--- src/core/rsq_pkg.sv ---
// Purpose: constants and types for the reset sequencer and clock select
// Assumes: one 250 MHz system clock; option bits are stable straps
// Notes:   the watchdog pulse count derives from a time and the clock rate; delay counts are given in cycles
// Overview of operation
// - reset starts from pin, supply detector, watchdog
// - reset pin driven low throughout delay phase
// - phases run active, delay, then vector fetch
// - delay is 256 or 4096 cycles by option
// - vector fetch lasts exactly two clock cycles
// - start address comes from top two bytes
// - multiplier enabled doubles the core clock
// - multiplier disabled divides oscillator clock by two
// - source external or one of five resonators
// - resonators keep running while reset is active
// - low reset pin detected without a clock
// - watchdog underflow drives pin low minimum time
// - pin held low while supply is low
// - disabled supply detector never starts reset
package rsq_pkg;
   localparam int unsigned CLK_MHZ         = 250;
   // minimum watchdog output pulse width, value chosen as a plain default
   localparam int unsigned WDG_MIN_NS      = 500;
   localparam int unsigned WDG_PULSE_CYC   =
      (WDG_MIN_NS * CLK_MHZ + 999) / 1000;
   localparam int unsigned DELAY_SHORT_CYC = 256;
   localparam int unsigned DELAY_LONG_CYC  = 4096;
   localparam int unsigned DELAY_W         = 13;
   localparam int unsigned WDG_W           = 8;
   localparam logic [15:0] VEC_ADDR_LO     = 16'hfffe;
   localparam logic [15:0] VEC_ADDR_HI     = 16'hffff;
   localparam int unsigned RANGE_COUNT     = 5;
   localparam int unsigned RANGE_W         = 3;

   typedef enum logic [1:0] {
      RSQ_ACTIVE,
      RSQ_DELAY,
      RSQ_FETCH,
      RSQ_RUN
   } rsq_state_t;
endpackage

--- src/core/rsq_clk_sel.sv ---
// Purpose: applies option straps to the clock source block
// Assumes: option inputs are stable non-volatile straps
// Notes:   the analog doubler itself is outside; this steers it
`timescale 1ns/1ps
module rsq_clk_sel #(
   parameter int unsigned RANGES = rsq_pkg::RANGE_COUNT
) (
   input  wire logic                         i_clk_sys,
   input  wire logic                         i_rst_n,
   input  wire logic                         i_opt_clk_ext,
   input  wire logic [rsq_pkg::RANGE_W-1:0]  i_opt_range,
   input  wire logic                         i_opt_pll_en,
   output logic      [RANGES-1:0]            o_res_en,
   output logic                              o_ext_clk_sel,
   output logic                              o_pll_en,
   output logic                              o_core_tick
);
   logic div_phase;

   // enables ignore reset on purpose so no start-up time follows it
   genvar g;
   generate
      for (g = 0; g < RANGES; g++) begin : g_res
         assign o_res_en[g] = ~i_opt_clk_ext &
            (i_opt_range == rsq_pkg::RANGE_W'(g));
      end
   endgenerate

   assign o_ext_clk_sel = i_opt_clk_ext;
   assign o_pll_en      = i_opt_pll_en;

   // without the doubler the core advances every other oscillator edge
   always_ff @(posedge i_clk_sys or negedge i_rst_n) begin
      if (!i_rst_n) begin
         div_phase <= 1'b0;
      end else begin
         div_phase <= ~div_phase;
      end
   end

   assign o_core_tick = i_opt_pll_en | div_phase;
endmodule

--- src/core/rsq_reset_seq.sv ---
// Purpose: reset sequencer with open-drain reset pin and clock select
// Assumes: option inputs are straps; pin input reads the wire level
// Notes:   the pin reads back low while we drive it, so external
//          pulls during the delay phase are not seen
`timescale 1ns/1ps
module rsq_reset_seq #(
   parameter int unsigned DELAY_SHORT = rsq_pkg::DELAY_SHORT_CYC,
   parameter int unsigned DELAY_LONG  = rsq_pkg::DELAY_LONG_CYC,
   parameter int unsigned WDG_CYC     = rsq_pkg::WDG_PULSE_CYC
) (
   input  wire logic                           i_clk_sys,
   input  wire logic                           i_rst_n,
   input  wire logic                           i_rst_pin_in,
   output logic                                o_rst_pin_out,
   output logic                                o_rst_pin_oe,
   input  wire logic                           i_lsd_low,
   input  wire logic                           i_lsd_enable,
   input  wire logic                           i_wdg_underflow,
   input  wire logic                           i_opt_long_delay,
   input  wire logic                           i_opt_clk_ext,
   input  wire logic [rsq_pkg::RANGE_W-1:0]    i_opt_range,
   input  wire logic                           i_opt_pll_en,
   output logic                                o_core_rst_n,
   output logic                                o_vec_fetch,
   output logic      [15:0]                    o_vec_addr,
   output logic                                o_in_delay,
   output logic      [rsq_pkg::RANGE_COUNT-1:0] o_res_en,
   output logic                                o_ext_clk_sel,
   output logic                                o_pll_en,
   output logic                                o_core_tick
);
   rsq_pkg::rsq_state_t state;
   rsq_pkg::rsq_state_t next_state;

   logic                        pin_seen;
   logic                        pin_clr_n;
   logic [rsq_pkg::WDG_W-1:0]   wdg_cnt;
   logic [rsq_pkg::DELAY_W-1:0] dly_cnt;
   logic [rsq_pkg::DELAY_W-1:0] dly_last;
   logic                        long_sel;
   logic                        next_oe;
   logic [15:0]                 next_addr;
   logic                        lsd_hit;
   logic                        wdg_hit;
   logic                        src_any;
   logic                        dly_done;
   logic                        fetch_second;
   logic                        oe_hold;

   localparam logic [rsq_pkg::DELAY_W-1:0] DLY_SHORT_LAST =
      rsq_pkg::DELAY_W'(DELAY_SHORT - 1);
   localparam logic [rsq_pkg::DELAY_W-1:0] DLY_LONG_LAST =
      rsq_pkg::DELAY_W'(DELAY_LONG - 1);
   localparam logic [rsq_pkg::WDG_W-1:0] WDG_LOAD =
      rsq_pkg::WDG_W'(WDG_CYC);

   // the pin sets this flop without a clock, so halt cannot mask it;
   // our own drive is excluded so the delay phase does not retrigger
   assign pin_clr_n = i_rst_n & (i_rst_pin_in | o_rst_pin_oe | oe_hold);

   always_ff @(posedge i_clk_sys or negedge pin_clr_n) begin
      if (!pin_clr_n) begin
         pin_seen <= 1'b1;
      end else begin
         pin_seen <= 1'b0;
      end
   end

   // the wire rises only after our driver lets go; without one more cycle
   // of mask that release would look like an external pull and re-enter
   always_ff @(posedge i_clk_sys or negedge i_rst_n) begin
      if (!i_rst_n) begin
         oe_hold <= 1'b0;
      end else begin
         oe_hold <= o_rst_pin_oe;
      end
   end

   // supply detector counts only when its option enables it
   assign lsd_hit = i_lsd_enable & i_lsd_low;
   assign wdg_hit = i_wdg_underflow | (wdg_cnt != '0);
   assign src_any = pin_seen | lsd_hit | wdg_hit;

   assign dly_last = long_sel ? DLY_LONG_LAST : DLY_SHORT_LAST;
   assign dly_done = (dly_cnt == dly_last);

   always_comb begin
      next_state = state;
      unique case (state)
         rsq_pkg::RSQ_ACTIVE: begin
            if (!src_any) begin
               next_state = rsq_pkg::RSQ_DELAY;
            end
         end
         rsq_pkg::RSQ_DELAY: begin
            if (src_any) begin
               next_state = rsq_pkg::RSQ_ACTIVE;
            end else if (dly_done) begin
               next_state = rsq_pkg::RSQ_FETCH;
            end
         end
         rsq_pkg::RSQ_FETCH: begin
            if (src_any) begin
               next_state = rsq_pkg::RSQ_ACTIVE;
            end else if (fetch_second) begin
               next_state = rsq_pkg::RSQ_RUN;
            end
         end
         rsq_pkg::RSQ_RUN: begin
            if (src_any) begin
               next_state = rsq_pkg::RSQ_ACTIVE;
            end
         end
      endcase
   end

   // internal sources pull the pin so that board devices reset too
   assign next_oe = (next_state == rsq_pkg::RSQ_DELAY) |
      ((next_state == rsq_pkg::RSQ_ACTIVE) &
       (lsd_hit | wdg_hit));

   // low address word first, then the high one; held once running
   assign next_addr = (next_state != rsq_pkg::RSQ_FETCH) ? o_vec_addr :
      ((state == rsq_pkg::RSQ_FETCH) ? rsq_pkg::VEC_ADDR_HI
                                     : rsq_pkg::VEC_ADDR_LO);

   always_ff @(posedge i_clk_sys or negedge i_rst_n) begin
      if (!i_rst_n) begin
         state <= rsq_pkg::RSQ_ACTIVE;
      end else begin
         state <= next_state;
      end
   end

   always_ff @(posedge i_clk_sys or negedge i_rst_n) begin
      if (!i_rst_n) begin
         o_rst_pin_oe <= 1'b0;
         o_vec_addr   <= rsq_pkg::VEC_ADDR_LO;
      end else begin
         o_rst_pin_oe <= next_oe;
         o_vec_addr   <= next_addr;
      end
   end

   // the underflow is a pulse; stretch it to the minimum pin low time
   always_ff @(posedge i_clk_sys or negedge i_rst_n) begin
      if (!i_rst_n) begin
         wdg_cnt <= '0;
      end else if (i_wdg_underflow) begin
         wdg_cnt <= WDG_LOAD;
      end else if (wdg_cnt != '0) begin
         wdg_cnt <= wdg_cnt - 1'b1;
      end
   end

   // delay length latched on entry so a strap glitch cannot cut it
   always_ff @(posedge i_clk_sys or negedge i_rst_n) begin
      if (!i_rst_n) begin
         long_sel <= 1'b0;
      end else if (state == rsq_pkg::RSQ_ACTIVE) begin
         long_sel <= i_opt_long_delay;
      end
   end

   always_ff @(posedge i_clk_sys or negedge i_rst_n) begin
      if (!i_rst_n) begin
         dly_cnt <= '0;
      end else if (state == rsq_pkg::RSQ_DELAY && !src_any) begin
         dly_cnt <= dly_cnt + 1'b1;
      end else begin
         dly_cnt <= '0;
      end
   end

   always_ff @(posedge i_clk_sys or negedge i_rst_n) begin
      if (!i_rst_n) begin
         fetch_second <= 1'b0;
      end else begin
         fetch_second <= (state == rsq_pkg::RSQ_FETCH) & ~fetch_second &
                         ~src_any;
      end
   end

   assign o_rst_pin_out = 1'b0;
   assign o_vec_fetch   = (state == rsq_pkg::RSQ_FETCH);
   assign o_in_delay    = (state == rsq_pkg::RSQ_DELAY);
   assign o_core_rst_n  = (state == rsq_pkg::RSQ_RUN) & ~pin_seen;

   rsq_clk_sel #(
      .RANGES (rsq_pkg::RANGE_COUNT)
   ) u_clk_sel (
      .i_clk_sys     (i_clk_sys),
      .i_rst_n       (i_rst_n),
      .i_opt_clk_ext (i_opt_clk_ext),
      .i_opt_range   (i_opt_range),
      .i_opt_pll_en  (i_opt_pll_en),
      .o_res_en      (o_res_en),
      .o_ext_clk_sel (o_ext_clk_sel),
      .o_pll_en      (o_pll_en),
      .o_core_tick   (o_core_tick)
   );

   // helper: cycles spent in the current delay phase
   logic [rsq_pkg::DELAY_W:0] dly_seen;
   always_ff @(posedge i_clk_sys or negedge i_rst_n) begin
      if (!i_rst_n) begin
         dly_seen <= '0;
      end else if (state == rsq_pkg::RSQ_DELAY) begin
         dly_seen <= dly_seen + 1'b1;
      end else begin
         dly_seen <= '0;
      end
   end
endmodule

--- config.mk ---
export PLATFORM = sky130hd
export DESIGN_NAME = rsq_reset_seq
export DESIGN_NICKNAME = d
export VERILOG_FILES = /design/src/core/rsq_pkg.sv /design/src/core/rsq_clk_sel.sv /design/src/core/rsq_reset_seq.sv
export SDC_FILE = /design/constraint.sdc
export NUM_CORES = 1
export LEC_CHECK = 0
export BUFFER_PORTS_ARGS = -buffer_cell sky130_fd_sc_hd__buf_2
export CORE_ASPECT_RATIO = 1.75
export CORE_MARGIN = 4
export CORE_UTILIZATION = 45
export CTS_BUF_LIST = sky130_fd_sc_hd__clkbuf_8
export CTS_CLUSTER_SIZE = 20
export DETAILED_ROUTE_END_ITERATION = 12
export HOLD_SLACK_MARGIN = 0.02
export PLACE_DENSITY = 0.69
export SLEW_MARGIN = 15
export SYNTH_ARGS = -nofsm -noshare
export SYNTH_HDL_FRONTEND = slang
export SYNTH_SLANG_ARGS = --single-unit
--- constraint.sdc ---
create_clock -name i_clk_sys -period 0.9 [get_ports i_clk_sys]
set_input_delay 0.045 -clock i_clk_sys [delete_from_list [all_inputs] [get_ports i_clk_sys]]
set_output_delay 0.045 -clock i_clk_sys [all_outputs]
set_load 0.01 [all_outputs]
# Yosys cells after proc, flatten, opt, wreduce, memory -nomap -nowiden
# Index checks and enable logic that the tools add are counted.
classes:
  bitwise: 24
  mux: 12
  n_reduce_logical: 7
  add_sub_neg: 2
  eq_ne: 10
ops:
  columns: ["cell", "n"]
  rows:
  - ["2-to-1 mux 8 bit", 2]
  - ["adder 13 x 1 -> 13 bit (second input constant)", 1]
  - ["== test 13 x 12 -> 1 bit", 1]
  - ["2-to-1 mux 13 bit", 1]
  - ["2-to-1 mux 12 bit", 1]
  - ["2-to-1 mux 2 bit", 6]
  - ["AND 1 bit", 11]
  - ["OR 1 bit", 8]
  - ["case mux 2 bit (4 select lines)", 1]
  - ["nonzero test 8 bit", 1]
  - ["subtractor 8 x 1 -> 8 bit (second input constant)", 1]
  - ["== test 3 x 2 -> 1 bit (second input constant)", 2]
  - ["inverter 1 bit", 5]
  - ["== test 2 x 1 -> 1 bit (second input constant)", 2]
  - ["== test 2 bit (second input constant)", 2]
  - ["zero test 2 bit", 2]
  - ["== test 3 x 1 -> 1 bit (second input constant)", 1]
  - ["== test 3 bit (second input constant)", 1]
  - ["zero test 3 bit", 1]
  - ["inequality test 2 bit (second input constant)", 1]
  - ["nonzero test 2 bit", 1]
  - ["logical AND 1 bit", 1]
  - ["zero test 1 bit", 1]
  - ["2-to-1 mux 1 bit", 1]
totals:
  reg_bits: 45
  word_cells: 65
  out_inout_bits: 29
  in_bits: 12

# Logic depth before layout (Yosys ltp)
# Gate-level depths: netlist of the first run.
logic_depth:
  ltp_word: 8
  ltp_mapped: 7
  depth_no_buf: 6

# Hierarchy
# Synthesis of the first run repeated with hierarchy kept, for this count alone.
unflattened:
  hier_cells: 164
  area_unflattened_um2: 1650.3
by_module_without_submodules:
  columns: ["mod", "area_per_inst_um2", "n_inst", "cells_each", "seq_area_each_um2"]
  rows:
  - ["rsq_reset_seq", 1555.2, 1, 154, 726.9]
  - ["rsq_clk_sel", 95.1, 1, 10, 25.0]

# Worst setup path after synthesis of the first run
# Ideal clock, no wire load.
synth_timing:
  path_kind: "flip-flop to flip-flop"
  start: "register wdg_cnt[0] (netlist bit)"
  end: "register o_vec_addr[0]"
  slack_ps: -978
  required_time_ps: 776
  t_arrival_ps: 1754
  synth_period_minus_slack_ps: 1878
  path_stages_with_launch: 7
  setup_time_ps: 124
  path_buffers: 0
  path_cell_list: "dfrtp_1 inv_1 ha_1 or4b_4 nor4b_4 a41oi_1 a211o_1"
synth_via:
  elab_chain_cells: 6
  word_cells_on_any_way: 9
  cone_classes: "eq/ne: 1; mux: 5; bitwise: 2; reduce/logical: 1"
synth_rtl:
  columns: ["element", "line", "rtl"]
  rows:
  - ["start, declared", "rsq_reset_seq.sv:37", "logic [rsq_pkg::WDG_W-1:0] wdg_cnt;"]
  - ["start signal, assigned", "rsq_reset_seq.sv:152", "wdg_cnt <= wdg_cnt - 1'b1;"]
  - ["nonzero test 8 bit (*)", "rsq_reset_seq.sv:81", "assign wdg_hit = i_wdg_underflow | (wdg_cnt != '0);"]
  - ["OR 1 bit (*)", "rsq_reset_seq.sv:81", null]
  - ["OR 1 bit (*)", "rsq_reset_seq.sv:82", "assign src_any = pin_seen | lsd_hit | wdg_hit;"]
  - ["2-to-1 mux 2 bit, on equally long branches", null, null]
  - ["case mux 2 bit (4 select lines) (*)", "rsq_reset_seq.sv:89", "unique case (state)"]
  - ["inequality test 2 bit (*)", "rsq_reset_seq.sv:123", "assign next_addr = (next_state != rsq_pkg::RSQ_FETCH) ? o_vec_addr :"]
  - ["end signal, assigned", "rsq_reset_seq.sv:138", "o_vec_addr <= rsq_pkg::VEC_ADDR_LO;"]
  - ["end signal, assigned", "rsq_reset_seq.sv:141", "o_vec_addr <= next_addr;"]
  - ["end, declared", "rsq_reset_seq.sv:25", "output logic [15:0] o_vec_addr,"]
# Every way passes the cells marked *; elsewhere a longest branch is shown, timed or not.
# A chain may end at the register's enable or synchronous reset.

# Worst setup path in the final report of the first run
layout_timing:
  start: "register wdg_cnt[1] (netlist bit)"
  end: "register dly_cnt[12] (netlist bit)"
layout_via:
  elab_chain_cells: 6
layout_rtl:
  columns: ["element", "line", "rtl"]
  rows:
  - ["nonzero test 8 bit", "rsq_reset_seq.sv:81", null]
  - ["OR 1 bit", "rsq_reset_seq.sv:81", null]
  - ["OR 1 bit", "rsq_reset_seq.sv:82", null]
  - ["zero test 1 bit", "rsq_reset_seq.sv:168", "end else if (state == rsq_pkg::RSQ_DELAY && !src_any) begin"]
  - ["logical AND 1 bit", "rsq_reset_seq.sv:168", null]
  - ["2-to-1 mux 13 bit", "rsq_reset_seq.sv:168", null]
  - ["end signal, assigned", "rsq_reset_seq.sv:169", "dly_cnt <= dly_cnt + 1'b1;"]
  - ["end, declared", "rsq_reset_seq.sv:38", "logic [rsq_pkg::DELAY_W-1:0] dly_cnt;"]
# Every way passes these cells.

==> metrics.cfg, run 1 <==
[global_routing]
grt_pass1_wl_mm = 7.23
grt_pass1_vias = 1606
antenna_found_initial = 0
grt_max_degree = 15
overflow = 0
grtUsageTotal_pct = 21.2

[setup_path]
crit_fanout = 7
cp.arrival_ps = 2080
crit_buf_inv = 2
rr_endpoint = dly_cnt[12]$_DFF_PN0_
cp_slowest_cell = or4b_4
cp_cell_sequence = inv_2 -> ha_4 -> buf_6 -> nor4b_4 -> nand3_2 -> or4b_4 -> nor2_2
timing.rr.start = wdg_cnt[1]$_DFFE_PN0P_
cp_top_family = simple AND/OR/NAND/NOR gates
worstSetupPathType = flop to flop
r2r_slack_ps = -970
r2r_cells = 7
required_ps = 1120
endpoint_kind = flop
cpPeakStageDelay_ps = 600
startpoint_type = flop

[clock_network]
cts_buffers = 5
clock_sinks = 30
cts-root-buf = clkbuf_8
cts.clk_slew.worst_paths_ps = 60
insertion_delay_ps = 290
clock_path_buffers = 2
tritoncts = yes
htreeDepth = 2

[hold_path]
min_path_cells = 3
hp-start = i_wdg_underflow
holdPathEnd = wdg_cnt[1]$_DFFE_PN0P_
hold_path_class = input pin to flop

[synth]
synth_fa_ha_area_share_pct = 2.27
synth_seq_cells = 30
syn_area_mm2 = 0.00166
synth_seq_area_share_pct = 45.4
synth_xor_area_share_pct = 7.94
synth-async-reset-ratio_pct = 100
synth-simple-area-share_pct = 25.6
synth-edff-count = 0
synth_cells = 168
synth_top_family_by_area = simple AND/OR/NAND/NOR gates
netlist-cell-type-count = 40
synth-compound-area-share_pct = 6.88
synth_top_flop_cell = dfrtp_1
syn-mean-instance-area_um2 = 9.85
yosys_warnings = 0
muxShareOfSynthArea_pct = 0

[timing]
fin_crit_ps = 1870
fin_skew_ps = 4.64
finalWorstSetupSlack_ps = -966
fin_crit_sh_pct = 207
finalMaxSlewViolations = 0
rsz0062_at_grt = yes
finalHoldViolCount = 0
fmax_mhz = 536
setup-violations-final = 30
finalSetupTns_ps = -24620
hold_ws_ps = 85.3

[power]
pwr_density_cell_mw_per_mm2 = 1150
p_leak_nw = 1.13
ir_drop_mv = 1.14

[layout]
antennaDiodeCount = 0
largest-register = dly_cnt
syn_to_final_growth_pct = 50.1
layout.cells.non_filler = 300
largest_reg_flops = 13
layout_commonest_cell = buf_4
drive_above_1_share_pct = 48.6
reg.largest.list = dly_cnt (13), wdg_cnt (8), state (2)
nets = 269
final_cell_mix = buf_4 (47), dfrtp_1 (29), buf_2 (22)

[place]
portBuffers = 24
place.gp.congestion = 0.862
dp_hpwl_mm = 3.05
dp_cells = 278

[detailed_routing]
vias = 1490
drtAntennaViolNets = 0
vias_per_cell = 4.97
routed_wl_mm = 4.59
drt-initial-drc-count = 35
wl_per_cell_um = 15.3
firstDrtPassIters = 4
drc = 0

[die]
pin_count = 41
dieArea_mm2 = 0.00475
die_w_um = 53.8
fp.coreArea_mm2 = 0.00347
num_rows = 28
die_h_um = 88.2
initial_utilization_pct = 47.7

[status]
violations = negative setup slack
status = finished with violations

[job]
maxCapViolCount = 0

-- report_power, final --
part | switching, mW | total (mW) | internal (mW)
registers | 0.0189 | 1.39 | 1.37
logic | 0.178 | 0.348 | 0.170
clock network | 0.514 | 1.12 | 0.604
total | 0.711 | 2.85 | 2.14
-- cell type report --
type | instances | area, um2
multi-input cells | 124 | 915
inverters | 9 | 33.8
clock buffers | 6 | 82.6
clock inverters | 2 | 8.76
fillers | 230 | 983
repair buffers | 84 | 637
flip-flops and latches | 30 | 752
well taps | 45 | 56.3
-- cells in the mapped netlist, types with 3 or more instances --
| cell | instances | share of area [%] |
|---|---|---|
| nand2_1 | 6 | 1.4 |
| nor4_1 | 3 | 1.1 |
| inv_1 | 9 | 2.0 |
| nor2_1 | 24 | 5.4 |
| xor2_1 | 5 | 2.6 |
| ha_1 | 3 | 2.3 |
| a21oi_1 | 4 | 1.2 |
| nor3_1 | 6 | 1.8 |
| buf_4 | 18 | 8.2 |
| o31ai_1 | 3 | 1.4 |
| xnor2_1 | 10 | 5.3 |
| nand2b_1 | 5 | 1.9 |
| nand3_1 | 7 | 2.1 |
| or3_1 | 3 | 1.1 |
| nor2b_1 | 3 | 1.1 |
| dfrtp_1 | 29 | 44 |
| nand4_1 | 3 | 1.1 |
-- layer usage --
metal	global-route usage, %	vias to the layer above	wire length (um)
met5	0	-	0
met2	41.6	28	2820
met4	10.0	0	187
met3	4.22	16	133
li1	-	709	-
met1	19.4	737	1450
-- timing repair --
| item | CTS | global route |
|---|---|---|
| resized for setup | 27 | 17 |
| setup buffers | 5 | 8 |
| cloned | 1 | 0 |
| hold buffers | 3 | 0 |
| setup endpoints to repair | 30 | 32 |
| pin swaps | 15 | 7 |
| hold endpoints to repair | 31 | 0 |
-- metrics by stage --
step / power [mW] / util (%) / worst slack, ps / instance area, um2
6_report: 2.85 / 71.6 / -966 / 2480
5_1_grt: 2.99 / 71.6 / -1070 / 2480
4_1_cts: 2.85 / 68.4 / -917 / 2370
3_5_place_dp: 1.67 / 60.8 / -1020 / 2110
3_3_place_gp: 1.66 / 60.8 / -963 / 2110
2_1_floorplan: 1.57 / - / -974 / 1720
-- logic make-up (layout without fill, tap and decap cells) --
| kind of cell | Yosys count | in the layout |
|---|---|---|
| buffers and inverters | 30 | 101 |
| and+or+nand+nor | 72 | 73 |
| xor gates and xnor gates | 15 | 15 |
| AOI/OAI and AO/OA | 16 | 16 |
| adders and majority gates | 3 | 3 |
| DFF | 30 | 30 |
| other | 2 | 17 |
-- worst max-delay path by stage --
| stage | from | to | cells after the start |
|---|---|---|---|
| 4_1_cts | wdg_cnt[0]$_DFFE_PN0P_ | dly_cnt[11]$_DFF_PN0_ | 7 |
| 3_3_place_gp | wdg_cnt[1]$_DFFE_PN0P_ | o_vec_addr[0]$_DFFE_PN0N_ | 6 |
| 5_1_grt | wdg_cnt[1]$_DFFE_PN0P_ | dly_cnt[11]$_DFF_PN0_ | 7 |
| 2_1_floorplan | wdg_cnt[0]$_DFFE_PN0P_ | o_vec_addr[0]$_DFFE_PN0N_ | 6 |
| 3_5_place_dp | wdg_cnt[0]$_DFFE_PN0P_ | o_vec_addr[0]$_DFFE_PN0N_ | 6 |
| 6_report | wdg_cnt[1]$_DFFE_PN0P_ | dly_cnt[12]$_DFF_PN0_ | 7 |
-- worst reg2reg max path: stages, from the launching register on --
cell,delay (ps)
dfrtp_1,390
inv_2,90
ha_4,140
buf_6,80
nor4b_4,230
nand3_2,150
or4b_4,600
nor2_2,120
Power figures use the tool's default switching activity.
==> run 2, diff against run 1 <==
--- a/config.mk
+++ b/config.mk
@@ -7,12 +7,13 @@
 export LEC_CHECK = 0
 export BUFFER_PORTS_ARGS = -buffer_cell sky130_fd_sc_hd__buf_2
 export CORE_ASPECT_RATIO = 1.75
-export CORE_MARGIN = 4
+export CORE_MARGIN = 3
 export CORE_UTILIZATION = 45
 export CTS_BUF_LIST = sky130_fd_sc_hd__clkbuf_8
 export CTS_CLUSTER_SIZE = 20
 export DETAILED_ROUTE_END_ITERATION = 12
 export HOLD_SLACK_MARGIN = 0.02
+export MAX_ROUTING_LAYER = met4
 export PLACE_DENSITY = 0.69
 export SLEW_MARGIN = 15
 export SYNTH_ARGS = -nofsm -noshare
==> metrics.cfg, run 2 (synthesis results as in run 1) <==
[timing]
finalHoldViolCount = 0
finalWorstSetupSlack_ps = -1000
fmax_mhz = 526
finalSetupTns_ps = -24020
setup-violations-final = 30
fin_crit_sh_pct = 211
fin_skew_ps = 12.9
finalMaxSlewViolations = 0
fin_crit_ps = 1900
rsz0062_at_grt = yes

[setup_path]
crit_fanout = 7
cp.arrival_ps = 2100
startpoint_type = flop
required_ps = 1100
worstSetupPathType = flop to flop
endpoint_kind = flop

[clock_network]
cts-root-buf = clkbuf_8
tritoncts = yes
cts_buffers = 5
clock_path_buffers = 2
insertion_delay_ps = 290
clock_sinks = 30
cts.clk_slew.worst_paths_ps = 70
htreeDepth = 2

[layout]
layout_commonest_cell = buf_4
stdcell_area_mm2 = 0.00255
largest_reg_flops = 13
final_util_pct = 73.6
nets = 273
fill_cells = 237
antennaDiodeCount = 0
largest-register = dly_cnt
reg.largest.list = dly_cnt (13), wdg_cnt (8), state (2)
drive_above_1_share_pct = 50.6
syn_to_final_growth_pct = 54.1
final_cell_mix = buf_4 (54), dfrtp_1 (29), buf_2 (21)

[detailed_routing]
drt-initial-drc-count = 18
wl_per_cell_um = 15.4
vias_per_cell = 4.95
drc = 0
drtAntennaViolNets = 0
routed_wl_mm = 4.70
firstDrtPassIters = 4
vias = 1505

[place]
portBuffers = 24
placed_area_mm2 = 0.00212
place.gp.congestion = 0.848
place_ws_ps = -1050
dp_hpwl_mm = 3.09

[global_routing]
grt_pass1_vias = 1577
antenna_found_initial = 0
overflow = 0
grt_pass1_wl_mm = 6.98
grt_max_degree = 15
grtUsageTotal_pct = 21.5

[status]
violations = negative setup slack
status = finished with violations

[job]
maxCapViolCount = 0

[power]
ir_drop_mv = 1.21
p_leak_nw = 1.15
finalPower_mw = 2.87
pwr_density_cell_mw_per_mm2 = 1120

[die]
fp.coreArea_mm2 = 0.00347
pin_count = 41
num_rows = 28
die_h_um = 86.2
dieArea_mm2 = 0.00447
initial_utilization_pct = 47.7
die_w_um = 51.8

[hold_path]
hold_path_class = input pin to flop

run 2: worst paths after layout:
check / startpoint / to / slack [ps] / cells after the start
setup reg to reg: wdg_cnt[1]$_DFFE_PN0P_ / dly_cnt[1]$_DFF_PN0_ / -1000 / 7
hold / removal: i_wdg_underflow / wdg_cnt[1]$_DFFE_PN0P_ / 80 / 3
max in group asynchronous: i_rst_n / pin_seen$_DFF_PN1_ / 220 / 3
min in group asynchronous: i_rst_n / dly_cnt[7]$_DFF_PN0_ / 180 / 2
hold reg to reg: oe_hold$_DFF_PN0_ / pin_seen$_DFF_PN1_ / 310 / 1
setup / recovery: wdg_cnt[1]$_DFFE_PN0P_ / dly_cnt[1]$_DFF_PN0_ / -1000 / 7
run 2: area by class of cell:
type                            count  area [um2]  share of cell area [%]
Multi-Input combinational cell    124         956                    37.5
Sequential cell                    30         752                    29.5
Timing Repair Buffer               88         662                    25.9
Clock buffer                        6        82.6                    3.24
Tap cell                           45        56.3                    2.21
Inverter                            9        33.8                    1.32
Clock inverter                      2        8.76                   0.343
run 2: timing repair:
action,in CTS,in global routing
endpoints found under the hold margin,31,0
buffers inserted,8,7
endpoints found under the setup margin,30,31
resized for setup,27,21
pin swaps,16,8
hold buffers,3,0
gates cloned,1,0
run 2: per-layer routing:
layer,vias to the layer above,GRT usage (%),wire length [um]
met1,748,20.0,1540
met2,23,39.9,2910
met5,-,-,0
met3,14,4.48,100
li1,720,-,-
met4,0,9.79,148
run 2: power by group:
part / leakage [nW] / switching, mW / internal (mW)
Sequential: 0.364 / 0.0181 / 1.37
Combinational: 0.730 / 0.190 / 0.175
Clock: 0.0524 / 0.511 / 0.605
run 2: critical path, stage by stage (launching register included):
cell and delay (ps):
dfrtp_1 390, inv_2 100, ha_4 140, buf_6 80, nor4b_4 210, nand3_2 140
or4b_4 600, nor2_1 150
run 2: through the flow:
step                      std cells  hold slack, ps
final                           304            75.1
after global placement          279           -41.1
after floorplan                 183            -251
after CTS                       298            72.4
after detailed placement        279           -34.9
after global routing            304            93.1
